## src/core/adcsq_pkg.sv

```systemverilog
// constants, register layout and carrier types of the converter sequencer
// assumes a 20 MHz pclk; one state of the converter is one pclk cycle
package adcsq_pkg;
   // register byte addresses (word aligned)
   localparam logic [11:0] ADDR_CTRL_STATUS = 12'h000;
   localparam logic [11:0] ADDR_TRIG_CTRL   = 12'h004;
   localparam logic [11:0] ADDR_DATA0       = 12'h010;
   localparam logic [11:0] ADDR_ANALOG      = 12'h020;
   // control/status field positions
   localparam int BIT_END_FLAG  = 7;
   localparam int BIT_IRQ_EN    = 6;
   localparam int BIT_START     = 5;
   localparam int BIT_SCAN      = 4;
   localparam int BIT_SPEED     = 3;
   localparam int BIT_TRIG_EN   = 7;
   localparam int BIT_TRIG_RSV0 = 0;
   localparam logic [7:0] TRIG_ONES_MASK = 8'h7e;
   localparam logic [7:0] CTRL_RESET     = 8'h00;
   // timing in states; a state is one pclk
   localparam int CLK_MHZ        = 20;
   localparam int DELAY_SLOW_MIN = 6;
   localparam int DELAY_FAST_MIN = 4;
   localparam int PHASE_SLOW     = 4; // 6..9 spread
   localparam int PHASE_FAST     = 2; // 4..5 spread
   localparam int SAMPLE_SLOW    = 31;
   localparam int SAMPLE_FAST    = 15;
   localparam int TOTAL_SLOW     = 134;
   localparam int TOTAL_FAST     = 70;
   localparam int SCAN_SLOW      = 128;
   localparam int SCAN_FAST      = 66;
   localparam int RES_BITS       = 10;
   localparam int NUM_CHAN       = 4;
   // conversion time after sampling, first conversion at its longest delay
   localparam int CONV_SLOW = TOTAL_SLOW - SAMPLE_SLOW - (DELAY_SLOW_MIN + PHASE_SLOW - 1);
   localparam int CONV_FAST = TOTAL_FAST - SAMPLE_FAST - (DELAY_FAST_MIN + PHASE_FAST - 1);
   // per-bit step, rounded down; only the fast conversion time is a round multiple of it
   localparam int STEP_SLOW = CONV_SLOW / RES_BITS;
   localparam int STEP_FAST = CONV_FAST / RES_BITS;
   // the gap also absorbs the step rounding, so the scan period stays exact
   localparam logic [7:0] SCAN_GAP_SLOW = 8'(SCAN_SLOW - SAMPLE_SLOW - STEP_SLOW * RES_BITS);
   localparam logic [7:0] SCAN_GAP_FAST = 8'(SCAN_FAST - SAMPLE_FAST - STEP_FAST * RES_BITS);

   typedef enum logic [2:0] {ST_IDLE, ST_DELAY, ST_SAMPLE, ST_CONV, ST_GAP} adcsq_phase_t;

   typedef struct packed {
      logic                end_flag;
      logic                end_flag_seen;
      logic                irq_en;
      logic                start;
      logic                scan;
      logic                speed;
      logic [2:0]          chan_sel;
      logic                trig_en;
      logic                trig_rsv0;
   } adcsq_ctrl_t;

   typedef struct packed {
      logic [3:0]          trig_sync;
      adcsq_phase_t        phase;
      logic [7:0]          count;
      logic [1:0]          prescale;
      logic [1:0]          chan;
      logic [RES_BITS-1:0] trial;
      logic [RES_BITS-1:0] sample;
      logic [3:0]          bitpos;
   } adcsq_seq_t;
endpackage

```

## src/core/adcsq_top.sv

```systemverilog
// sequencer, successive approximation engine and apb register file
// assumes the analog front end delivers a digitised held level on analog_level;
// each trial is compared against the held sample internally; apb master keeps the bus stable
`timescale 1ns/100ps
module adcsq_top #(
   parameter int RES_BITS = 10,
   parameter int NUM_CHAN = 4
) (
   input  wire logic                pclk,
   input  wire logic                presetn,
   input  wire logic                psel,
   input  wire logic                penable,
   input  wire logic                pwrite,
   input  wire logic [11:0]         paddr,
   input  wire logic [31:0]         pwdata,
   output logic      [31:0]         prdata,
   output logic                     pready,
   output logic                     pslverr,
   input  wire logic                external_trigger_pin,
   input  wire logic [RES_BITS-1:0] analog_level,
   output logic      [1:0]          analog_mux_sel,
   output logic                     sample_hold,
   output logic                     conversion_end_irq
);
   // the sequencer state is laid out for the package widths only
   if (RES_BITS != adcsq_pkg::RES_BITS || NUM_CHAN != adcsq_pkg::NUM_CHAN) begin : g_param_check
      $error("adcsq_top: only ten bits and four inputs are supported");
   end

   typedef struct packed {
      adcsq_pkg::adcsq_ctrl_t  ctrl;
      adcsq_pkg::adcsq_seq_t   seq;
      logic [NUM_CHAN-1:0][RES_BITS-1:0] data;
      logic [31:0]             rdata;
   } adcsq_state_t;

   adcsq_state_t state;
   adcsq_state_t next_state;

   logic wr;
   logic rd;
   logic trig_fall;
   logic [1:0] last_chan;
   logic [1:0] pick;
   logic [7:0] delay_min;
   logic [7:0] sample_len;
   logic [7:0] conv_step;
   logic [RES_BITS-1:0] probe;
   logic cmp_high;

   assign wr = psel && penable && pwrite;
   assign rd = psel && penable && !pwrite;
   assign pready = 1'b1; // every register answers in the access cycle
   assign pslverr = 1'b0;
   assign prdata = state.rdata;
   assign analog_mux_sel = state.seq.chan;
   assign sample_hold = (state.seq.phase == adcsq_pkg::ST_SAMPLE);
   assign conversion_end_irq = state.ctrl.end_flag && state.ctrl.irq_en;

   // falling edge: stages two and three agree low while the agreed level is still high;
   // a one-cycle glitch never moves the agreed level, so it cannot start a conversion
   assign trig_fall = state.seq.trig_sync[3] && !state.seq.trig_sync[2] && !state.seq.trig_sync[1];

   // timing per speed setting
   always_comb begin
      if (state.ctrl.speed) begin
         delay_min  = 8'(adcsq_pkg::DELAY_FAST_MIN);
         sample_len = 8'(adcsq_pkg::SAMPLE_FAST);
         conv_step  = 8'(adcsq_pkg::STEP_FAST);
      end else begin
         delay_min  = 8'(adcsq_pkg::DELAY_SLOW_MIN);
         sample_len = 8'(adcsq_pkg::SAMPLE_SLOW);
         conv_step  = 8'(adcsq_pkg::STEP_SLOW);
      end
   end

   // channel picked in single mode, last channel of the scan group
   assign pick = state.ctrl.chan_sel[1:0];
   assign last_chan = state.ctrl.chan_sel[1:0];
   assign probe = state.seq.trial | (RES_BITS'(1) << state.seq.bitpos);
   assign cmp_high = (state.seq.sample >= probe);

   always_comb begin
      next_state = state;
      // three stages; bit 3 keeps the level that stages two and three last agreed on
      next_state.seq.trig_sync[2:0] = {state.seq.trig_sync[1:0], external_trigger_pin};
      if (state.seq.trig_sync[1] == state.seq.trig_sync[2])
         next_state.seq.trig_sync[3] = state.seq.trig_sync[2];
      next_state.seq.prescale = state.seq.prescale + 2'h1; // free internal phase

      unique case (state.seq.phase)
         adcsq_pkg::ST_IDLE: begin
            if (state.ctrl.start) begin
               next_state.seq.phase = adcsq_pkg::ST_DELAY;
               // extra wait follows the internal phase at the moment of the write;
               // this idle cycle is the first delay state, hence two off the minimum
               next_state.seq.count = delay_min - 8'h2 +
                  (state.ctrl.speed ? 8'(state.seq.prescale[0]) : 8'(state.seq.prescale));
               next_state.seq.chan = state.ctrl.scan ? 2'h0 : pick;
            end
         end
         adcsq_pkg::ST_DELAY, adcsq_pkg::ST_GAP: begin
            if (state.seq.count == 8'h0) begin
               next_state.seq.phase = adcsq_pkg::ST_SAMPLE;
               next_state.seq.count = sample_len - 8'h1;
            end else
               next_state.seq.count = state.seq.count - 8'h1;
         end
         adcsq_pkg::ST_SAMPLE: begin
            if (state.seq.count == 8'h0) begin
               next_state.seq.phase = adcsq_pkg::ST_CONV;
               next_state.seq.sample = analog_level; // held value
               next_state.seq.trial = '0;
               next_state.seq.bitpos = 4'(RES_BITS - 1);
               next_state.seq.count = conv_step - 8'h1;
            end else
               next_state.seq.count = state.seq.count - 8'h1;
         end
         adcsq_pkg::ST_CONV: begin
            if (state.seq.count != 8'h0)
               next_state.seq.count = state.seq.count - 8'h1;
            else begin
               if (cmp_high)
                  next_state.seq.trial = probe; // keep the trial bit
               next_state.seq.count = conv_step - 8'h1;
               if (state.seq.bitpos != 4'h0)
                  next_state.seq.bitpos = state.seq.bitpos - 4'h1;
               else begin
                  next_state.data[state.seq.chan] = cmp_high ? probe : state.seq.trial;
                  if (!state.ctrl.scan) begin
                     next_state.ctrl.end_flag = 1'b1;
                     next_state.ctrl.start = 1'b0;
                     next_state.seq.phase = adcsq_pkg::ST_IDLE;
                  end else begin
                     if (state.seq.chan == last_chan) begin
                        next_state.ctrl.end_flag = 1'b1;
                        next_state.seq.chan = 2'h0;
                     end else
                        next_state.seq.chan = state.seq.chan + 2'h1;
                     // fixed spacing for every later conversion
                     next_state.seq.phase = adcsq_pkg::ST_GAP;
                     next_state.seq.count = (state.ctrl.speed ? adcsq_pkg::SCAN_GAP_FAST
                                                             : adcsq_pkg::SCAN_GAP_SLOW) - 8'h1;
                  end
               end
            end
         end
         default: next_state.seq.phase = adcsq_pkg::ST_IDLE;
      endcase

      // pin trigger sets the same bit as software; placed after the case so it beats a single-mode clear
      if (state.ctrl.trig_en && trig_fall)
         next_state.ctrl.start = 1'b1;

      // apb write; selection and start in one write are taken together
      if (wr && paddr == adcsq_pkg::ADDR_CTRL_STATUS) begin
         next_state.ctrl.irq_en = pwdata[adcsq_pkg::BIT_IRQ_EN];
         next_state.ctrl.start = pwdata[adcsq_pkg::BIT_START];
         next_state.ctrl.scan = pwdata[adcsq_pkg::BIT_SCAN];
         next_state.ctrl.speed = pwdata[adcsq_pkg::BIT_SPEED];
         next_state.ctrl.chan_sel = pwdata[2:0];
         // zero write clears only after the flag was read as one; a fresh set wins
         if (!pwdata[adcsq_pkg::BIT_END_FLAG] && state.ctrl.end_flag_seen &&
             !(next_state.ctrl.end_flag && !state.ctrl.end_flag)) begin
            next_state.ctrl.end_flag = 1'b0;
            next_state.ctrl.end_flag_seen = 1'b0;
         end
         if (!pwdata[adcsq_pkg::BIT_START]) begin
            next_state.seq.phase = adcsq_pkg::ST_IDLE; // stop conversion
            if (state.ctrl.trig_en && trig_fall)
               next_state.ctrl.start = 1'b1; // pin edge beats the clear
         end
      end
      // seen only if the value handed to software showed the flag set
      if (rd && paddr == adcsq_pkg::ADDR_CTRL_STATUS && state.rdata[adcsq_pkg::BIT_END_FLAG])
         next_state.ctrl.end_flag_seen = 1'b1;
      if (wr && paddr == adcsq_pkg::ADDR_TRIG_CTRL) begin
         next_state.ctrl.trig_en = pwdata[adcsq_pkg::BIT_TRIG_EN];
         next_state.ctrl.trig_rsv0 = pwdata[adcsq_pkg::BIT_TRIG_RSV0]; // stored, unused
      end

      // read data registered at the setup edge, so it stands at the access edge
      if (psel && !penable && !pwrite) begin
         next_state.rdata = 32'h0;
         if (paddr == adcsq_pkg::ADDR_CTRL_STATUS)
            next_state.rdata = {24'h0, state.ctrl.end_flag, state.ctrl.irq_en, state.ctrl.start,
                                state.ctrl.scan, state.ctrl.speed, state.ctrl.chan_sel};
         else if (paddr == adcsq_pkg::ADDR_TRIG_CTRL)
            next_state.rdata = {24'h0, state.ctrl.trig_en, 6'h00, state.ctrl.trig_rsv0}
                               | {24'h0, adcsq_pkg::TRIG_ONES_MASK};
         else if (paddr >= adcsq_pkg::ADDR_DATA0 && paddr < adcsq_pkg::ADDR_ANALOG && paddr[1:0] == 2'h0)
            next_state.rdata = {22'h0, state.data[paddr[3:2]]};
      end
   end

   // single state register
   always_ff @(posedge pclk or negedge presetn) begin
      if (!presetn)
         state <= '0;
      else
         state <= next_state;
   end
endmodule

```

## config.mk

```make
export PLATFORM = sky130hd
export DESIGN_NAME = adcsq_top
export DESIGN_NICKNAME = d
export VERILOG_FILES = /design/src/core/adcsq_pkg.sv /design/src/core/adcsq_top.sv
export SDC_FILE = /design/constraint.sdc
export NUM_CORES = 1
export LEC_CHECK = 0
export ABC_AREA = 1
export BUFFER_PORTS_ARGS = -buffer_cell sky130_fd_sc_hd__buf_2
export CORE_MARGIN = 2
export CORE_UTILIZATION = 25
export CTS_CLUSTER_DIAMETER = 80
export DETAILED_ROUTE_END_ITERATION = 16
export PLACE_DENSITY = 0.48
export SLEW_MARGIN = 0
export SYNTH_ARGS = -nofsm -noshare
export SYNTH_HDL_FRONTEND = slang
export SYNTH_SLANG_ARGS = --single-unit
```

## constraint.sdc

```tcl
create_clock -name pclk -period 6 [get_ports pclk]
set_input_delay 0 -clock pclk [delete_from_list [all_inputs] [get_ports pclk]]
set_output_delay 0 -clock pclk [all_outputs]
set_load 0.005 [all_outputs]
```

==> impl_metrics.tcl <==
set metrics [dict create \
    status "finished clean" \
    syn_inst 797 \
    cts_tree "built" \
    grt_pass1_wl_microns 26340 \
    clock_skew_ns 0.007056 \
    p_per_area_nw_per_um2 372.5 \
    clockRootBuffer "clkbuf_16" \
    end_kind "flop" \
    drv_cap 0 \
    critPathCapture "state[91]" \
    postCtsSetupRepairBufs 0 \
    grt_overflow 0 \
    fmax_mhz 332.8 \
    dr.first_iter.drc_count 297 \
    path_class "reg -> reg" \
    layout_common_cells "251 x nand2_1, 104 x dfrtp_1, 92 x nand3_1" \
    pre_cts_ws_ns 3.012 \
    synthTopCellsByArea "dfrtp_1 43%, nand2_1 16%, nand3_1 7.6%, inv_1 5.4%, buf_4 4.7%" \
    rrSetupSlack_ns 3.00 \
    async_reset_ff_share_pct 100.0 \
    vias_per_cell 4.314 \
    crit_path_start_kind "flop" \
    period_minus_slack_ns 3.004 \
    routabilityCongestion 0.7721 \
    final_net_count 932 \
    syn2layout_area_growth_pct 14.42 \
    netlist_area_sq_um 6063 \
    rsz0062_at_grt "false" \
    r2r_end "state[91]" \
    tightest_slew_ns 0.8618 \
    wirelength_microns 15970 \
    relSlewSlack_pct 42.33 \
    start_util_pct 25.68 \
    hold_violations 0 \
    crit_start "state[73]" \
    synth_edf_count 0 \
    clk_pin_slew_worst_paths_ns 0.07 \
    ys_seq_area_share_pct 42.92 \
    grt_pass1_vias 4904 \
    die_h_microns 159.7 \
    fp.dieW_microns 159.7 \
    synth_top_area_share_pct 42.92 \
    p_leak_uw 0.003613 \
    slew_viol_final 0 \
    clockBufferDepth 2 \
    clkLatencyLatePin_ns 0.35 \
    cts_buffers 9 \
    die_area_sq_um 25520 \
    grt_max_degree 65 \
    fin_ws_ns 2.996 \
    drtPass1Iterations 5 \
    yosys_warnings 0 \
    total_power_uw 2585 \
    wl_per_cell_microns 13.62 \
    core_sq_um 23610 \
    cts_resized 0 \
    setup_tns_ns 0 \
    synth_area_leader_cell "dfrtp_1" \
    h-tree-depth 3 \
    ys_types 37 \
    ant_nets 0 \
    ys.flop_type "dfrtp_1" \
    clock-sinks 104 \
    design_area_sq_um 6938 \
    hp-class "in -> reg" \
    portBuffers 49 \
    synth.avg_cell_area_sq_um 7.608 \
    final_common_cell "nand2_1" \
    worst-path-max-fanout 10 \
    grt_usage_pct 12.99 \
    cp.arrival_ns 3.28 \
    diodes 0 \
    rows 56 \
    synth_seq_cells 104 \
    dpl.hpwl_microns 11350 \
    ir_worst_vdd_mv 0.1201 \
    ios 98 \
    drive_gt1_share_pct 10.77 \
    post-route-drc-count 0 \
    cp.required_ns 6.28 \
    rr_worst_depth 12 \
    period_share_pct 50.07 \
    setup_viol 0 \
    dpl_cell_area_sq_um 6419 \
    antenna_found_initial 0 \
    vias 5060 \
    r2r-start "state[73]" \
]
layout make-up:
type / instances / area, sq um
Multi-Input combinational cell: 569 / 2805
Inverter: 93 / 349.1
Sequential cell: 104 / 2603
Tap cell: 319 / 399.1
Fill cell: 2601 / 16670
Clock buffer: 13 / 260.3
Clock inverter: 2 / 38.79
Timing Repair Buffer: 73 / 483.0
worst max-delay path: stages (launching register included):
cell,delay [ns]
dfrtp_1,0.43
inv_1,0.12
ha_1,0.22
nand2_1,0.07
o21ai_1,0.47
inv_1,0.11
ha_1,0.32
nand2_1,0.07
nor2_1,0.18
nand3_1,0.36
nand4_1,0.39
nand2_1,0.09
nor2_1,0.10
report_power, final:
part	internal, uW	total [uW]	switching [uW]
sequential	806	885	79.8
clock	346	614	268
combinational	344	1080	741
total	1500	2580	1090
worst min path at each step:
stage | start | end | slack, ns | depth (start not counted)
floorplan | presetn | asynchronous set/reset pin | -0.30 | 0
global placement | external_trigger_pin | next_state[112] | 0.11 | 1
detailed placement | external_trigger_pin | next_state[112] | 0.11 | 1
CTS | pwdata[5] | state[122] | 0.01 | 5
global route | pwdata[5] | state[122] | 0.08 | 5
finish | pwdata[5] | state[122] | 0.02 | 5
cell usage after synthesis, types with 5 or more instances:
master / count
buf_6: 6
clkbuf_1: 7
inv_2: 6
nor2_1: 52
o211ai_1: 6
inv_1: 87
nor3_1: 9
a21oi_1: 19
nand4_1: 17
ha_1: 22
o21ai_0: 29
nand2_1: 251
dfrtp_1: 104
nor2_4: 6
buf_4: 38
nand3_1: 92
xor2_1: 5
nor2_2: 5
kinds of logic after synthesis:
family | synth area share [%]
other cells | 0.1239
flops | 42.92
buf+inv | 12.17
fa+ha+maj | 4.540
xor+xnor | 0.8667
simple gates | 32.67
compound gates | 6.706
layer usage:
layer,up-vias,routed length [microns],global-route usage [%],share of wire [%]
li1,2590,-,-,-
met3,7,523,2.623,3.3
met2,98,6969,19.54,44
met5,-,0,0,0
met4,0,145,3.719,0.91
met1,2365,8334,18.82,52
metrics by stage:
step / hold slack, ns / utilization [%] / std cells
after floorplan: -0.2956 / - / 819
after global placement: 0.1109 / 27.18 / 1136
after detailed placement: 0.1129 / 27.18 / 1136
after CTS: 0.01126 / 29.38 / 1173
after global routing: 0.08162 / 29.38 / 1173
final: 0.01906 / 29.38 / 1173
timing repair:
| action | 4_1_cts | 5_1_grt |
|---|---|---|
| hold buffers | 22 | 0 |
| endpoints found under the setup margin | 0 | 0 |
| endpoints found under the hold margin | 83 | 0 |
(Power assumes the default switching activity.)
